`src/lbs_pkg.sv`:
```
package lbs_pkg;
    // register offsets
    localparam logic [7:0] OFS_BOOST_CFG  = 8'h05;
    localparam logic [7:0] OFS_NEG_GATE   = 8'h06;
    localparam logic [7:0] OFS_LOGIC_RAIL = 8'h07;
    localparam logic [7:0] OFS_RST_THRESH = 8'h08;
    localparam logic [7:0] OFS_RST_DELAY  = 8'h09;
    localparam logic [7:0] OFS_SHAPE_DLY  = 8'h0a;
    localparam logic [7:0] OFS_COM_HOT    = 8'h0b;
    localparam logic [7:0] OFS_COM_COLD   = 8'h0c;

    // writable bit masks, reserved bits clear
    localparam logic [7:0] MSK_BOOST_CFG  = 8'h1f;
    localparam logic [7:0] MSK_NEG_GATE   = 8'h3f;
    localparam logic [7:0] MSK_LOGIC_RAIL = 8'h0f;
    localparam logic [7:0] MSK_RST_THRESH = 8'h07;
    localparam logic [7:0] MSK_RST_DELAY  = 8'h0f;
    localparam logic [7:0] MSK_SHAPE_DLY  = 8'h03;
    localparam logic [7:0] MSK_COM        = 8'hff;

    // field positions in the boost configuration register
    localparam int SLEW_LSB = 0;
    localparam int SS_LSB   = 2;
    localparam int FREQ_BIT = 4;

    // lowest valid codes
    localparam logic [5:0] NEG_GATE_MIN = 6'h15;
    localparam logic [7:0] COM_MIN      = 8'h28;

    // reset values
    localparam logic [7:0] RST_VAL = 8'h00;

    // timing units
    localparam int SS_STEP_MS    = 4;
    localparam int RST_STEP_MS   = 2;
    localparam int SHAPE_STEP_MS = 20;

    typedef struct packed {
        logic [7:0] boost_cfg;
        logic [7:0] neg_gate;
        logic [7:0] logic_rail;
        logic [7:0] rst_thresh;
        logic [7:0] rst_delay;
        logic [7:0] shape_dly;
        logic [7:0] com_hot;
        logic [7:0] com_cold;
        logic [7:0] rdata;
    } lbs_state_t;
endpackage

```
`src/lbs_dec_if.sv`:
```
`timescale 1ns/100ps
// register fields passed from the bank to the field decoder, decoded fields passed back
interface lbs_dec_if;
    logic [7:0] boost_cfg;
    logic [7:0] neg_gate;
    logic [7:0] com_hot;
    logic [7:0] com_cold;
    logic       range_sel;
    logic [1:0] slew;
    logic [4:0] ss_ms;
    logic       freq_high;
    logic       neg_gate_ok;
    logic       com_hot_ok;
    logic       com_cold_ok;
    modport bank (output boost_cfg, neg_gate, com_hot, com_cold, range_sel,
                  input slew, ss_ms, freq_high, neg_gate_ok, com_hot_ok, com_cold_ok);
    modport dec  (input boost_cfg, neg_gate, com_hot, com_cold, range_sel,
                  output slew, ss_ms, freq_high, neg_gate_ok, com_hot_ok, com_cold_ok);
endinterface

```
`src/lbs_field_dec.sv`:
```
`timescale 1ns/100ps
module lbs_field_dec
(
    lbs_dec_if.dec d
);
    // boost configuration fields
    always_comb
    begin
        d.slew      = d.boost_cfg[lbs_pkg::SLEW_LSB +: 2];
        d.ss_ms     = 5'(({3'h0, d.boost_cfg[lbs_pkg::SS_LSB +: 2]} + 5'h01)
                      * 5'(lbs_pkg::SS_STEP_MS));
        d.freq_high = d.boost_cfg[lbs_pkg::FREQ_BIT];
    end

    // validity of coded levels; range select does not change the valid span
    always_comb
    begin
        d.neg_gate_ok = d.neg_gate[5:0] >= lbs_pkg::NEG_GATE_MIN;
        d.com_hot_ok  = d.com_hot  >= lbs_pkg::COM_MIN;
        d.com_cold_ok = d.com_cold >= lbs_pkg::COM_MIN;
    end
endmodule // lbs_field_dec

```
`src/lbs_bias_regs.sv`:
```
`timescale 1ns/100ps
// Function
// - boost config bits 1-0 select switch falling slew, 00 slowest.
// - boost config bits 3-2 give soft start 4, 8, 12 or 16 ms.
// - boost config bit 4 selects 400 kHz (0) or 800 kHz (1).
// - reserved upper bits drop writes and read back zero.
// - negative gate rail register at 06h, six-bit field bits 5-0.
// - negative gate codes below 010101 invalid; -3.8 V down to -8.0 V.
// - logic rail at 07h, bits 3-0, 1.5 V plus 0.1 V per code.
// - reset threshold at 08h, three bits, 1.2 V plus 0.2 V steps.
// - shaping delay at 0Ah, bits 1-0, 0 to 60 ms in 20 ms.
// - hot common level at 0Bh, eight bits, hot or fixed setting.
// - common codes to 00100111 invalid; 20 mV steps in either range.
// - range select bit picks full or split supply common range.
// - cold common level at 0Ch, read/write, used cold with compensation.
// - logic rail reads back stored field, upper nibble zero.
module lbs_bias_regs
(
    // clock, reset, enable
    input  wire logic       i_clk_sys,
    input  wire logic       i_srst,
    input  wire logic       i_ce,
    // register port from the serial slave, plus common range, fixed setting and temperature inputs
    input  wire logic [7:0] i_addr,
    input  wire logic       i_wr,
    input  wire logic [7:0] i_wdata,
    input  wire logic       i_rd,
    input  wire logic       i_com_range_sel,
    input  wire logic       i_com_fixed_setting,
    input  wire logic       i_temp_cold,
    output logic      [7:0] o_rdata,
    output logic            o_hit,
    // decoded settings to the analog side
    output logic      [1:0] o_gate_high_switch_slew,
    output logic      [4:0] o_gate_high_soft_start_ms,
    output logic            o_gate_high_switch_frequency,
    output logic      [5:0] o_neg_gate_code,
    output logic            o_neg_gate_valid,
    output logic      [3:0] o_logic_rail_code,
    output logic      [2:0] o_reset_threshold_code,
    output logic      [4:0] o_reset_delay_ms,
    output logic      [5:0] o_shaping_delay_ms,
    output logic      [7:0] o_com_level_code,
    output logic            o_com_level_valid,
    output logic            o_com_split_range
);
    lbs_pkg::lbs_state_t s_q;
    lbs_pkg::lbs_state_t s_d;
    lbs_dec_if           dec_if ();

    // address decode to write masks, used by the write path only
    function automatic logic [7:0] mask_of(input logic [7:0] a);
        unique case (a)
            lbs_pkg::OFS_BOOST_CFG:  mask_of = lbs_pkg::MSK_BOOST_CFG;
            lbs_pkg::OFS_NEG_GATE:   mask_of = lbs_pkg::MSK_NEG_GATE;
            lbs_pkg::OFS_LOGIC_RAIL: mask_of = lbs_pkg::MSK_LOGIC_RAIL;
            lbs_pkg::OFS_RST_THRESH: mask_of = lbs_pkg::MSK_RST_THRESH;
            lbs_pkg::OFS_RST_DELAY:  mask_of = lbs_pkg::MSK_RST_DELAY;
            lbs_pkg::OFS_SHAPE_DLY:  mask_of = lbs_pkg::MSK_SHAPE_DLY;
            lbs_pkg::OFS_COM_HOT:    mask_of = lbs_pkg::MSK_COM;
            lbs_pkg::OFS_COM_COLD:   mask_of = lbs_pkg::MSK_COM;
            default:                 mask_of = 8'h00;
        endcase
    endfunction

    function automatic logic is_mapped(input logic [7:0] a);
        is_mapped = (a >= lbs_pkg::OFS_BOOST_CFG) && (a <= lbs_pkg::OFS_COM_COLD);
    endfunction

    // next state: masked writes and registered read data
    always_comb
    begin
        logic [7:0] wv;
        wv   = i_wdata & mask_of(i_addr);
        s_d  = s_q;
        if (i_wr)
        begin
            unique case (i_addr)
                lbs_pkg::OFS_BOOST_CFG:  s_d.boost_cfg  = wv;
                lbs_pkg::OFS_NEG_GATE:   s_d.neg_gate   = wv;
                lbs_pkg::OFS_LOGIC_RAIL: s_d.logic_rail = wv;
                lbs_pkg::OFS_RST_THRESH: s_d.rst_thresh = wv;
                lbs_pkg::OFS_RST_DELAY:  s_d.rst_delay  = wv;
                lbs_pkg::OFS_SHAPE_DLY:  s_d.shape_dly  = wv;
                lbs_pkg::OFS_COM_HOT:    s_d.com_hot    = wv;
                lbs_pkg::OFS_COM_COLD:   s_d.com_cold   = wv;
                default:                 s_d.rdata      = s_q.rdata;
            endcase
        end
        // illegal codes are kept as written; the analog side sees the flag
        if (i_rd)
        begin
            unique case (i_addr)
                lbs_pkg::OFS_BOOST_CFG:  s_d.rdata = s_q.boost_cfg;
                lbs_pkg::OFS_NEG_GATE:   s_d.rdata = s_q.neg_gate;
                lbs_pkg::OFS_LOGIC_RAIL: s_d.rdata = s_q.logic_rail;
                lbs_pkg::OFS_RST_THRESH: s_d.rdata = s_q.rst_thresh;
                lbs_pkg::OFS_RST_DELAY:  s_d.rdata = s_q.rst_delay;
                lbs_pkg::OFS_SHAPE_DLY:  s_d.rdata = s_q.shape_dly;
                lbs_pkg::OFS_COM_HOT:    s_d.rdata = s_q.com_hot;
                lbs_pkg::OFS_COM_COLD:   s_d.rdata = s_q.com_cold;
                default:                 s_d.rdata = 8'h00;          // unmapped reads zero
            endcase
        end
    end

    // state register; enable freezes everything but a reset
    always_ff @(posedge i_clk_sys)
    begin
        if (i_srst)
        begin
            s_q <= '{default: lbs_pkg::RST_VAL};
        end
        else if (i_ce)
        begin
            s_q <= s_d;
        end
    end

    // field decoding lives in a leaf
    assign dec_if.boost_cfg = s_q.boost_cfg;
    assign dec_if.neg_gate  = s_q.neg_gate;
    assign dec_if.com_hot   = s_q.com_hot;
    assign dec_if.com_cold  = s_q.com_cold;
    assign dec_if.range_sel = i_com_range_sel;

    lbs_field_dec u_dec
    (
        .d (dec_if.dec)
    );

    // read data and hit flag
    assign o_rdata = s_q.rdata;
    assign o_hit   = is_mapped(i_addr);

    // settings straight from flip-flops
    assign o_gate_high_switch_slew      = dec_if.slew;
    assign o_gate_high_soft_start_ms    = dec_if.ss_ms;
    assign o_gate_high_switch_frequency = dec_if.freq_high;
    assign o_neg_gate_code              = s_q.neg_gate[5:0];
    assign o_neg_gate_valid             = dec_if.neg_gate_ok;
    assign o_logic_rail_code            = s_q.logic_rail[3:0];
    assign o_reset_threshold_code       = s_q.rst_thresh[2:0];
    assign o_reset_delay_ms             = 5'({1'b0, s_q.rst_delay[3:0]}
                                          * 5'(lbs_pkg::RST_STEP_MS));
    assign o_shaping_delay_ms           = 6'({4'h0, s_q.shape_dly[1:0]}
                                          * 6'(lbs_pkg::SHAPE_STEP_MS));

    // hot code applies always in fixed mode, cold code only when cold
    always_comb
    begin
        if (!i_com_fixed_setting && i_temp_cold)
        begin
            o_com_level_code  = s_q.com_cold;
            o_com_level_valid = dec_if.com_cold_ok;
        end
        else
        begin
            o_com_level_code  = s_q.com_hot;
            o_com_level_valid = dec_if.com_hot_ok;
        end
    end
    assign o_com_split_range = dec_if.range_sel;
endmodule // lbs_bias_regs

```
`config.mk`:
```
export PLATFORM = sky130hd
export DESIGN_NAME = lbs_bias_regs
export DESIGN_NICKNAME = d
export VERILOG_FILES = /design/src/lbs_pkg.sv /design/src/lbs_dec_if.sv /design/src/lbs_field_dec.sv /design/src/lbs_bias_regs.sv
export SDC_FILE = /design/constraint.sdc
export NUM_CORES = 1
export LEC_CHECK = 0
export ABC_AREA = 1
export BUFFER_PORTS_ARGS = -buffer_cell sky130_fd_sc_hd__buf_4
export CORE_MARGIN = 2
export CORE_UTILIZATION = 30
export CTS_CLUSTER_DIAMETER = 200
export DETAILED_ROUTE_END_ITERATION = 8
export GPL_TIMING_DRIVEN = 0
export PLACE_DENSITY = 0.48
export SYNTH_ARGS = -nofsm -noshare
export SYNTH_HDL_FRONTEND = slang
export SYNTH_SLANG_ARGS = --single-unit
export TNS_END_PERCENT = 20
```
`constraint.sdc`:
```
create_clock -name i_clk_sys -period 4.2 [get_ports i_clk_sys]
set_input_delay 0.63 -clock i_clk_sys [delete_from_list [all_inputs] [get_ports i_clk_sys]]
set_output_delay 0.63 -clock i_clk_sys [all_outputs]
set_load 0.02 [all_outputs]
```
Yosys cells after proc, flatten, opt, wreduce, memory -nomap -nowiden. Memories as Yosys holds them, arrays and structs flattened. Index checks and enable logic that the tools add are counted.

Bits in registers: 72. Memory bits (read-only): 128. Bits of input ports: 24. Output and inout port bits: 52. Word-level logic and storage cells: 44. Memories kept: 1.

Memory list: (name not given) (words 16, bits a word 8, read ports 1, clocked after Yosys merged registers in 0, write ports 0, line lbs_bias_regs.sv:53) `unique case (a)`.

Add/subtract/negate cells: 1. Multiply operators: 1. Magnitude comparators: 5. Eq/ne operators: 8. Multiplexer cells: 5. Bitwise gates (word level): 1. Reduce and logical (&&, ||, !) cells: 13.

Operators with widths (number): $pmux 8 s8 (1); $eq 8x4->1 const B (5); $eq 8x3->1 const B (3); $mux 8 (3); $reduce_and 3->1 (8); $ge 8x6->1 const B (2); $and 8x8->8 (1); $ge 8x3->1 const B (1); $le 8x4->1 const B (1); $ge 6x5->1 const B (1); $logic_not 4->1 (1); $mul 2x3->4 const B (1); $add 2x1->3 const B (1); $logic_and 1x1->1 (2); $reduce_and 2->1 (1); $logic_not 1->1 (1); $mux 1 (1).

Longest topological paths before layout. Gate-level depths: netlist (run 1).

Depth after elaboration: 3. Gate-level depth with buffers: 10. Mapped depth without buffers: 10.

By module. A second synthesis (run 1) with hierarchy kept.

Cells, all modules: 533. Area, all modules: 3983.8 um2.

Modules (own cells, without submodules): lbs_bias_regs (times used 1, cells each 509, area each 3856.2 um2, sequential area each 1441.4 um2); lbs_field_dec (times used 1, cells each 24, area each 127.6 um2, sequential area each 0.0 um2).

Least setup slack after synthesis (run 1). Ideal clock, no wire load.

Kind: in2out. Start: input i_temp_cold. End: output o_com_level_code[6]. Arrival: 1.698 ns. Required time: 3.570 ns. Setup slack: 1.872 ns. Cell stages on the path: 4. Buffers on the path: 0. Cell sequence: inv_1 -> nor2_1 -> inv_1 -> o21ai_0.

Word-level cells in the longest chain between the ends: 2.

Ends and longest elaborated chain: start, declared (line lbs_bias_regs.sv:30) `input wire logic i_temp_cold,`; $logic_and 1x1->1 (line lbs_bias_regs.sv:152) `if (!i_com_fixed_setting && i_temp_cold)`; $mux 8 (line lbs_bias_regs.sv:152); end, declared (line lbs_bias_regs.sv:43) `output logic [7:0] o_com_level_code,`.

No other way between the ends.

Final worst setup path (run 1).
Start: input i_com_fixed_setting. End: output o_com_level_valid.

Word-level cells in the longest chain between the ends: 3.

Ends and longest elaborated chain: start, declared (line lbs_bias_regs.sv:29) `input wire logic i_com_fixed_setting,`; $logic_not 1->1 (line lbs_bias_regs.sv:152); $logic_and 1x1->1 (line lbs_bias_regs.sv:152); $mux 1 (line lbs_bias_regs.sv:152); end, declared (line lbs_bias_regs.sv:44) `output logic o_com_level_valid,`.

No other way between the ends.

==> metrics.txt, run 1 <==
status finished, final reports clean; Pre-Repair DR Iteration Count 4; sw frac 21.11%; starting density of the core 31.11%; layout cells sized above 1 27.81%; logic depth of the worst path, buffers included 6; Die X-Extent 116.1 um; Seq pwr share 40.7%; kind of critical path primary input to output port; Seq/Total Area, Yosys 38.26%; Worst-path clk slew 0.06 ns; Post-DP HPWL 8547 um; Max rail drop VDD 0.0001744 V; P_sw 0.0003547 W; Slew Limit Fails 0; max_cap viols 0; Nets 629; total grt overflow 0; GRT Overall Usage 17.95%; Clock Tree Buf Depth 2; final count of hold timing violations 0; CTS root buffer clkbuf_16; Area Growth Syn to Fin 28.76%; Slowest cell on crit path nor2_1; initial antenna violation count 0; total wire length 11560 um; # diodes 0; pre-CTS WS 1.588 ns; worst path arrival time 2.00 ns; post-route setup slack 1.567 ns; crit share post-route 62.68%; hold_buf cts 0; Static Leak 2.336 nW; crit start category primary input; FF-to-FF End o_rdata[2]$_SDFFE_PP0P_; critical path's largest stage delay 0.49 ns; Finished Core Util 40.05%; core area 12110 um2; row count 40; CTS tree done; global-route wire length before repair 18120 um; vias per inst 4.619; synthesized cell area 3767 um2; Layout Skew 0.007203 ns; clk sinks 72; initial DRC count 195; DR vias 3566; TritonCTS buffer count 9; RSZ-0062 raised after global routing false; R2R setup slack 3.16 ns; YS warnings 0; crit path capture o_com_level_valid; Critical Path RT 3.57 ns; Clk pwr share 53.9%; worst hold start dec_if.boost_cfg[7]$_SDFFE_PP0P_; worst r2r src dec_if.com_cold[2]$_SDFFE_PP0P_; crit path from i_com_fixed_setting; Post-DRT Antenna Nets 0; DR WL/cell 14.97 um; DIE AREA 13470 um2; crit path cell chain buf_4 -> nor2_1 -> inv_1 -> nor2_1 -> a32oi_1 -> buf_4; PwrDens 346.4 nW/um2; relative slew slack 53.30%; DRC 0; f_max 379.9 MHz; combinational power share 5.4%; Yosys reg bits 72; min cycle time layout 2.633 ns; crit path buf inv count 3; kind of cell adding the most delay to the critical path simple AND/OR/NAND/NOR gates; commonest non-fill, non-tap cell in the layout nand2_1; Setup TNS Final 0 ns; IO Pins 76; largest net degree at the start of global routing 13; critical path fanouts, max 10; cts repair resizes 0; CTS H-tree lvls 3; R2R cell count 6; Final Setup Violations 0; post-CTS setup buffer count 0; PortBufs 67; Placer Congestion 0.8728; synth unique cells 30; Slew @ Worst Pin 0.6988 ns; Clk Latency, worst-skew pair 0.34 ns; Mapped Avg Cell Area 7.287 um2; min-delay worst type flip-flop to flip-flop; cell-internal power 0.001326 W; Syn Inst Count 517; filler cell count 1294; vias in the first global route 3357; Worst Setup End Kind output port; Die Ht 116.1 um; commonest non-fill, non-tap cells in the layout nand2_1, buf_4, dfxtp_1, a21oi_1, o21ai_0
[registers in the layout, indices dropped and copies added, names as in the netlist]
signal and cells:
o_reset_threshold_code 3, dec_if.com_hot 8, dec_if.com_cold 8, dec_if.boost_cfg 8
o_rdata 8, o_logic_rail_code 4, s_q 25, dec_if.neg_gate 8
[layout make-up]
type                       count  area (um2)  area share (%)
sequential                    72        1441           29.71
multi-input combinational    367        1832           37.76
clock buffer                  11       252.7           5.210
inverter                      29       115.1           2.373
buffer                        53       394.1           8.125
timing repair buffer          67       503.0           10.37
tap                          168       210.2           4.333
clock inverter                 5       102.6           2.115
[layer usage]
| metal | wire length (um) | vias to the layer above | global-route usage [%] |
|---|---|---|---|
| li1 | - | 1825 | - |
| met1 | 5805 | 1629 | 25.82 |
| met4 | 321 | 0 | 8.016 |
| met3 | 451 | 19 | 2.406 |
| met5 | 0 | - | 0 |
| met2 | 4980 | 93 | 26.71 |
[metrics by stage]
step	std cells	instance area (um2)	hold WS, ns	power (W)
after floorplan	521	3782	0.4179	0.0007514
after global placement	756	4496	0.4270	0.0007880
after detailed placement	756	4496	0.4316	0.0007887
after CTS	772	4851	0.4402	0.001693
after global routing	772	4851	0.4555	0.001735
final	772	4851	0.4418	0.001680
[worst min-delay path, stage by stage (launching register included)]
cell,delay (ns)
dfxtp_1,0.31
nand2_1,0.06
nor2_1,0.03
[logic make-up (layout without fill, tap and decap cells)]
| kind of cell | count (synthesis) | count (layout) | share of synthesized area [%] |
|---|---|---|---|
| AOI/OAI and AO/OA | 129 | 129 | 18.86 |
| buffers and inverters | 82 | 165 | 13.52 |
| and+or+nand+nor | 227 | 227 | 27.27 |
| other | 1 | 5 | 0.09954 |
| DFF | 72 | 72 | 38.26 |
| adders and majority gates | 6 | 6 | 1.993 |
[Yosys cell counts, drive strengths merged]
cell    number  share of area [%]
o21ai       60                8.3
a32oi        1               0.23
a21oi       60                8.3
o211ai       6                1.2
inv         24                2.4
dfxtp       72                 38
nand4        8                1.3
nand2      159                 17
clkbuf       6               0.60
nand3       12                1.7
nor3         1               0.13
conb         1               0.10
buf         47                9.9
nor2        47                7.1
ha           6                2.0
clkinv       5               0.66
o21a         1               0.20
o311ai       1               0.70
[power groups by stage]
stage | combinational (W) | sequential, W | clock, W
3_3_place_gp | 0.0000887 | 0.000699 | 0
3_5_place_dp | 0.0000895 | 0.000699 | 0
5_1_grt | 0.0000989 | 0.000684 | 0.000953
2_1_floorplan | 0.0000523 | 0.000699 | 0
6_report | 0.0000900 | 0.000684 | 0.000906
4_1_cts | 0.0000898 | 0.000684 | 0.000919
[how the worst min path moves through the flow]
stage / to / slack [ns] / cells after the start
global placement: dec_if.boost_cfg[7]$_SDFFE_PP0P_ / 0.43 / 2
finish: dec_if.boost_cfg[7]$_SDFFE_PP0P_ / 0.44 / 2
detailed placement: dec_if.boost_cfg[7]$_SDFFE_PP0P_ / 0.43 / 2
CTS: dec_if.boost_cfg[7]$_SDFFE_PP0P_ / 0.44 / 2
global route: s_q[54]$_SDFFE_PP0P_ / 0.46 / 2
floorplan: dec_if.boost_cfg[6]$_SDFFE_PP0P_ / 0.42 / 2
(Power assumes the default switching activity.)
==> run 2, diff against run 1 <==
--- a/config.mk
+++ b/config.mk
@@ -12,7 +12,7 @@
 export CTS_CLUSTER_DIAMETER = 200
 export DETAILED_ROUTE_END_ITERATION = 8
 export GPL_TIMING_DRIVEN = 0
-export PLACE_DENSITY = 0.48
+export PLACE_DENSITY = 0.5
 export SYNTH_ARGS = -nofsm -noshare
 export SYNTH_HDL_FRONTEND = slang
 export SYNTH_SLANG_ARGS = --single-unit
==> constraint.sdc (replaced) <==
create_clock -name i_clk_sys -period 2.3 [get_ports i_clk_sys]
set_input_delay 0.345 -clock i_clk_sys [delete_from_list [all_inputs] [get_ports i_clk_sys]]
set_output_delay 0.345 -clock i_clk_sys [all_outputs]
set_load 0.02 [all_outputs]
==> metrics.txt, run 2 (synthesis results as in run 1) <==
global-route wire length before repair 18040 um; PwrDens 633.4 nW/um2; IO Pins 76; Slowest cell on crit path nor2_1; critical path's largest stage delay 0.47 ns; cell-internal power 0.002421 W; Nets 629; Seq pwr share 40.7%; commonest non-fill, non-tap cells in the layout nand2_1, buf_4, dfxtp_1, a21oi_1, o21ai_0; combinational power share 5.3%; area taken by multi-input logic gates 1832 um2; kind of critical path primary input to output port; row count 40; Post-DP HPWL 8513 um; Die Ht 116.1 um; max reg flops 25; layout cells sized above 1 27.81%; Clk pwr share 54.0%; Clk Latency, worst-skew pair 0.33 ns; placed cell count 756; Die X-Extent 116.1 um; crit start category primary input; status finished, final reports clean; DR WL/cell 15.03 um; Post-DRT Antenna Nets 0; P_sw 0.0006515 W; GRT Overall Usage 17.71%; Slew Limit Fails 0; TritonCTS buffer count 9; # diodes 0; DRC 0; CTS H-tree lvls 3; Layout Skew 0.005748 ns; final count of hold timing violations 0; hold_buf cts 0; commonest non-fill, non-tap cell in the layout nand2_1; max_cap viols 0; Top reg by flops s_q; crit path cell chain buf_4 -> nor2_1 -> inv_1 -> nor2_1 -> a32oi_1 -> buf_4; min-delay worst type primary input to flip-flop; CTS tree done; Finished Core Util 40.05%; post-route non-filler standard cell count 772; filler cell count 1319; critical path fanouts, max 10; DIE AREA 13470 um2; worst path arrival time 1.67 ns; Max rail drop VDD 0.0002967 V; Area Growth Syn to Fin 28.76%; Final Setup Violations 0; f_max 496.0 MHz; Clock Tree Buf Depth 2; Placer Congestion 0.8478; Static Leak 2.336 nW; crit share post-route 87.66%; initial antenna violation count 0; min cycle time layout 2.016 ns; starting density of the core 31.11%; vias per inst 4.701; clk sinks 72; largest net degree at the start of global routing 13; Worst-path clk slew 0.06 ns; sw frac 21.20%; initial DRC count 211; Critical Path RT 1.96 ns; DR vias 3629; cts repair resizes 0; Pre-Repair DR Iteration Count 4; core area 12110 um2; Min Hold Slack 0.2117 ns; total wire length 11610 um; post-CTS setup buffer count 0; relative slew slack 57.31%; total grt overflow 0; CTS root buffer clkbuf_16; Slew @ Worst Pin 0.6389 ns; PortBufs 67; RSZ-0062 raised after global routing false; vias in the first global route 3353; Worst Setup End Kind output port; Setup TNS Final 0 ns; Seq. cell area 1441 um2
-- run 2: cell counts in the layout (fill, tap and decap cells not counted) --
Identical to the previous run, type by type.
-- run 2: final cells by class --
type                       count  area share [%]
clock inverter                 5           2.115
clock buffer                  11           5.210
sequential                    72           29.71
tap                          168           4.333
multi-input combinational    367           37.76
timing repair buffer          67           10.37
buffer                        53           8.125
inverter                      29           2.373
-- run 2: power by group through the flow --
stage / Combinational [W] / Clock (W) / Sequential [W]
finish: 0.000164 / 0.00166 / 0.00125
detailed placement: 0.000164 / 0 / 0.00128
global placement: 0.000162 / 0 / 0.00128
floorplan: 0.0000955 / 0 / 0.00128
CTS: 0.000165 / 0.00168 / 0.00125
global route: 0.000180 / 0.00173 / 0.00125
-- run 2: layer usage --
layer	global-route usage, %	vias up	share of wire (%)	wire length (um)
li1	-	1822	-	-
met1	25.06	1698	48	5612
met2	27.72	99	45	5231
met3	3.975	10	5.5	642
met4	3.810	0	1.0	119
met5	0	-	0	0
-- run 2: stage by stage --
step                      cell area [um2]  total power [W]  setup slack (ns)
after floorplan                      3782         0.001372            0.5424
after global placement               4496         0.001439            0.2543
after detailed placement             4496         0.001441            0.2058
after CTS                            4851         0.003092            0.2801
after global routing                 4851         0.003163           0.03356
final                                4851         0.003073            0.2839
-- run 2: worst paths after layout --
| kind | cells past startpoint | endpoint | start | slack [ns] |
|---|---|---|---|---|
| min | 2 | o_rdata[1]$_SDFFE_PP0P_ | i_srst | 0.21 |
| max | 6 | o_com_level_valid | i_com_fixed_setting | 0.28 |
| max reg2reg | 6 | o_rdata[3]$_SDFFE_PP0P_ | dec_if.com_cold[3]$_SDFFE_PP0P_ | 1.30 |
| min reg2reg | 2 | dec_if.neg_gate[7]$_SDFFE_PP0P_ | dec_if.neg_gate[7]$_SDFFE_PP0P_ | 0.44 |
-- run 2: critical path, delay by kind of cell --
family	cells	cell delay (ns)
buf+inv	3	0.55
simple gates	2	0.66
compound gates	1	0.11
==> run 3, diff against run 2 <==
--- a/config.mk
+++ b/config.mk
@@ -12,8 +12,10 @@
 export CTS_CLUSTER_DIAMETER = 200
 export DETAILED_ROUTE_END_ITERATION = 8
 export GPL_TIMING_DRIVEN = 0
-export PLACE_DENSITY = 0.5
+export PLACE_DENSITY = 0.49
+export REMOVE_ABC_BUFFERS = 1
 export SYNTH_ARGS = -nofsm -noshare
 export SYNTH_HDL_FRONTEND = slang
+export SYNTH_HIERARCHICAL = 1
 export SYNTH_SLANG_ARGS = --single-unit
 export TNS_END_PERCENT = 20
==> constraint.sdc (replaced) <==
create_clock -name i_clk_sys -period 2.3 [get_ports i_clk_sys]
set_input_delay 0.46 -clock i_clk_sys [delete_from_list [all_inputs] [get_ports i_clk_sys]]
set_output_delay 0.46 -clock i_clk_sys [all_outputs]
set_load 0.02 [all_outputs]
==> metrics.txt, run 3 <==
status finished, final reports clean; Yosys reg bits 72; Placer Congestion 0.7819; cell-internal power 0.002193 W; Seq. cell area 1441 um2; Slew @ Worst Pin 0.6412 ns; vias in the first global route 3123; critical path's largest stage delay 0.35 ns; Top reg by flops s_q; TritonCTS buffer count 9; P_sw 0.0006493 W; total grt overflow 0; Die Ht 119.2 um; Clock Tree Buf Depth 2; Post-Layout Inst Area 4641 um2; layout cells sized above 1 28.50%; critical path's most frequent cell buf_4; synth unique cells 32; total wire length 10580 um; vias per inst 4.583; placed cell area 4323 um2; area taken by multi-input logic gates 1988 um2; Worst Setup End Kind output port; DRC 0; Clk Latency, worst-skew pair 0.34 ns; Seq/Total Area, Yosys 36.18%; relative slew slack 57.20%; DR vias 3396; Max rail drop VDD 0.0003108 V; crit path from i_addr[0]; most frequent cell after synthesis nand2_1; filler cell count 1393; # diodes 0; crit path buf inv count 3; CTS tree done; max reg flops 25; sw frac 22.84%; hold_buf cts 0; top cells by count, synth nand2_1, dfxtp_1, nor2_1; commonest non-fill, non-tap cells in the layout nand2_1, dfxtp_1, buf_4, nor2_1, a21oi_1; starting density of the core 30.45%; min-delay worst type primary input to flip-flop; global-route wire length before repair 16850 um; Worst-path clk slew 0.06 ns; Seq pwr share 44.0%; Post-DP HPWL 7581 um; Syn Inst Count 533; row count 42; IO Pins 76; YS warnings 6; number of synthesized flops with an enable pin 0; worst path arrival time 1.64 ns; Synth top area share 36.18%; RSZ-0062 raised after global routing false; crit path cell chain buf_4 -> inv_1 -> ha_1 -> o21ai_0 -> a21oi_1 -> nor3_1 -> buf_4; Clk pwr share 50.7%; Finished Core Util 35.47%; Post-DRT Antenna Nets 0; CTS H-tree lvls 3; min cycle time layout 2.097 ns; Slowest cell on crit path o21ai_0; CTS root buffer clkbuf_16; commonest non-fill, non-tap cell in the layout nand2_1; crit share post-route 91.18%; core area 13090 um2; PortBufs 68; worst r2r src s_q[28]$_SDFFE_PP0P_; Critical Path RT 1.84 ns; Static Leak 2.290 nW; initial antenna violation count 0; crit start category primary input; Die X-Extent 119.2 um; Setup TNS Final 0 ns; worst hold start i_wdata[5]; synthesized cell area 3984 um2; Area contributors post-synth dfxtp_1, nand2_1, buf_4; area leader, netlist dfxtp_1; initial DRC count 216; combinational power share 5.4%; GRT Overall Usage 15.26%; clk sinks 72; kind of cell adding the most delay to the critical path compound AO/OA/AOI/OAI gates; Pre-Repair DR Iteration Count 4; PwrDens 612.5 nW/um2; Synth async-reset ratio 0%; Slew Limit Fails 0; largest net degree at the start of global routing 37; final count of hold timing violations 0; DIE AREA 14220 um2; Final Setup Violations 0; critical path fanouts, max 6; Nets 590; f_max 476.8 MHz; Area Growth Syn to Fin 16.49%; Layout Skew 0.009769 ns; ys flop type dfxtp_1; DR WL/cell 14.28 um; Mapped Avg Cell Area 7.474 um2; max_cap viols 0; kind of critical path primary input to output port
run 3: changes by cell type after synthesis, sizes merged, moves of 3 or more:
| cell | change |
|---|---|
| nor2 | +15 |
| nand2 | -3 |
| o211ai | +7 |
| inv | +10 |
| a21oi | -12 |
| o21ai | -11 |
| mux2 | +8 |
| buf | +3 |
run 3: final timing paths:
check                           slack, ns  cells after the start                               to
worst max-delay path                 0.20                      7                            o_hit
worst min register to register       0.44                      2  dec_if.neg_gate[6]$_SDFFE_PP0P_
worst max register to register       1.27                      6          o_rdata[4]$_SDFFE_PP0P_
worst min-delay path                 0.40                      3  dec_if.neg_gate[5]$_SDFFE_PP0P_
run 3: tightest hold or removal path, cell delays in order:
cell and delay (ns):
buf_4 0.11, o21ai_1 0.06, nor2_1 0.07
run 3: layer usage:
metal,vias up,GRT usage [%],share of wire [%]
li1,1735,-,-
met1,1549,21.93,47
met2,90,22.41,45
met3,22,2.299,5.1
met4,0,6.845,2.8
met5,-,0,0
run 3: power groups by stage:
stage          combinational, W  clock (W)  sequential (W)
4_1_cts                0.000150    0.00146         0.00125
3_5_place_dp           0.000151          0         0.00128
6_report               0.000152    0.00144         0.00125
5_1_grt                0.000167    0.00151         0.00125
2_1_floorplan         0.0000783          0         0.00128
3_3_place_gp           0.000144          0         0.00128
run 3: kinds of logic after synthesis:
logic type,after synthesis,share of synthesized area (%)
adder cells (fa/ha/maj),6,1.884
multiplexers,8,2.261
AO/OA/AOI/OAI,112,17.15
buffers and inverters,95,14.45
AND/OR/NAND/NOR,238,27.89
flip-flops,72,36.18
other,2,0.1885
run 3: final cells by class:
class                      count  share of cell area, %
sequential                    72                  31.06
inverter                      39                  3.289
tap                          176                  4.745
multi-input combinational    369                  42.84
timing repair buffer          69                  11.43
clock buffer                  11                  5.446
clock inverter                 5                  1.186
run 3: what timing repair did:
item / in CTS / in global routing
setup endpoints to repair: 0 / 1
setup buffers: 0 / 0
gates resized for setup: 0 / 2
run 3: per-stage QoR:
stage / hold WS, ns / cells / power (W) / setup WS [ns]
global placement: 0.4280 / 724 / 0.001421 / -0.1594
detailed placement: 0.4282 / 725 / 0.001427 / -0.09703
CTS: 0.4055 / 741 / 0.002858 / 0.03617
finish: 0.4026 / 741 / 0.002842 / 0.2029
global route: 0.4121 / 741 / 0.002930 / 0.07151
floorplan: 0.4171 / 480 / 0.001356 / 0.2274
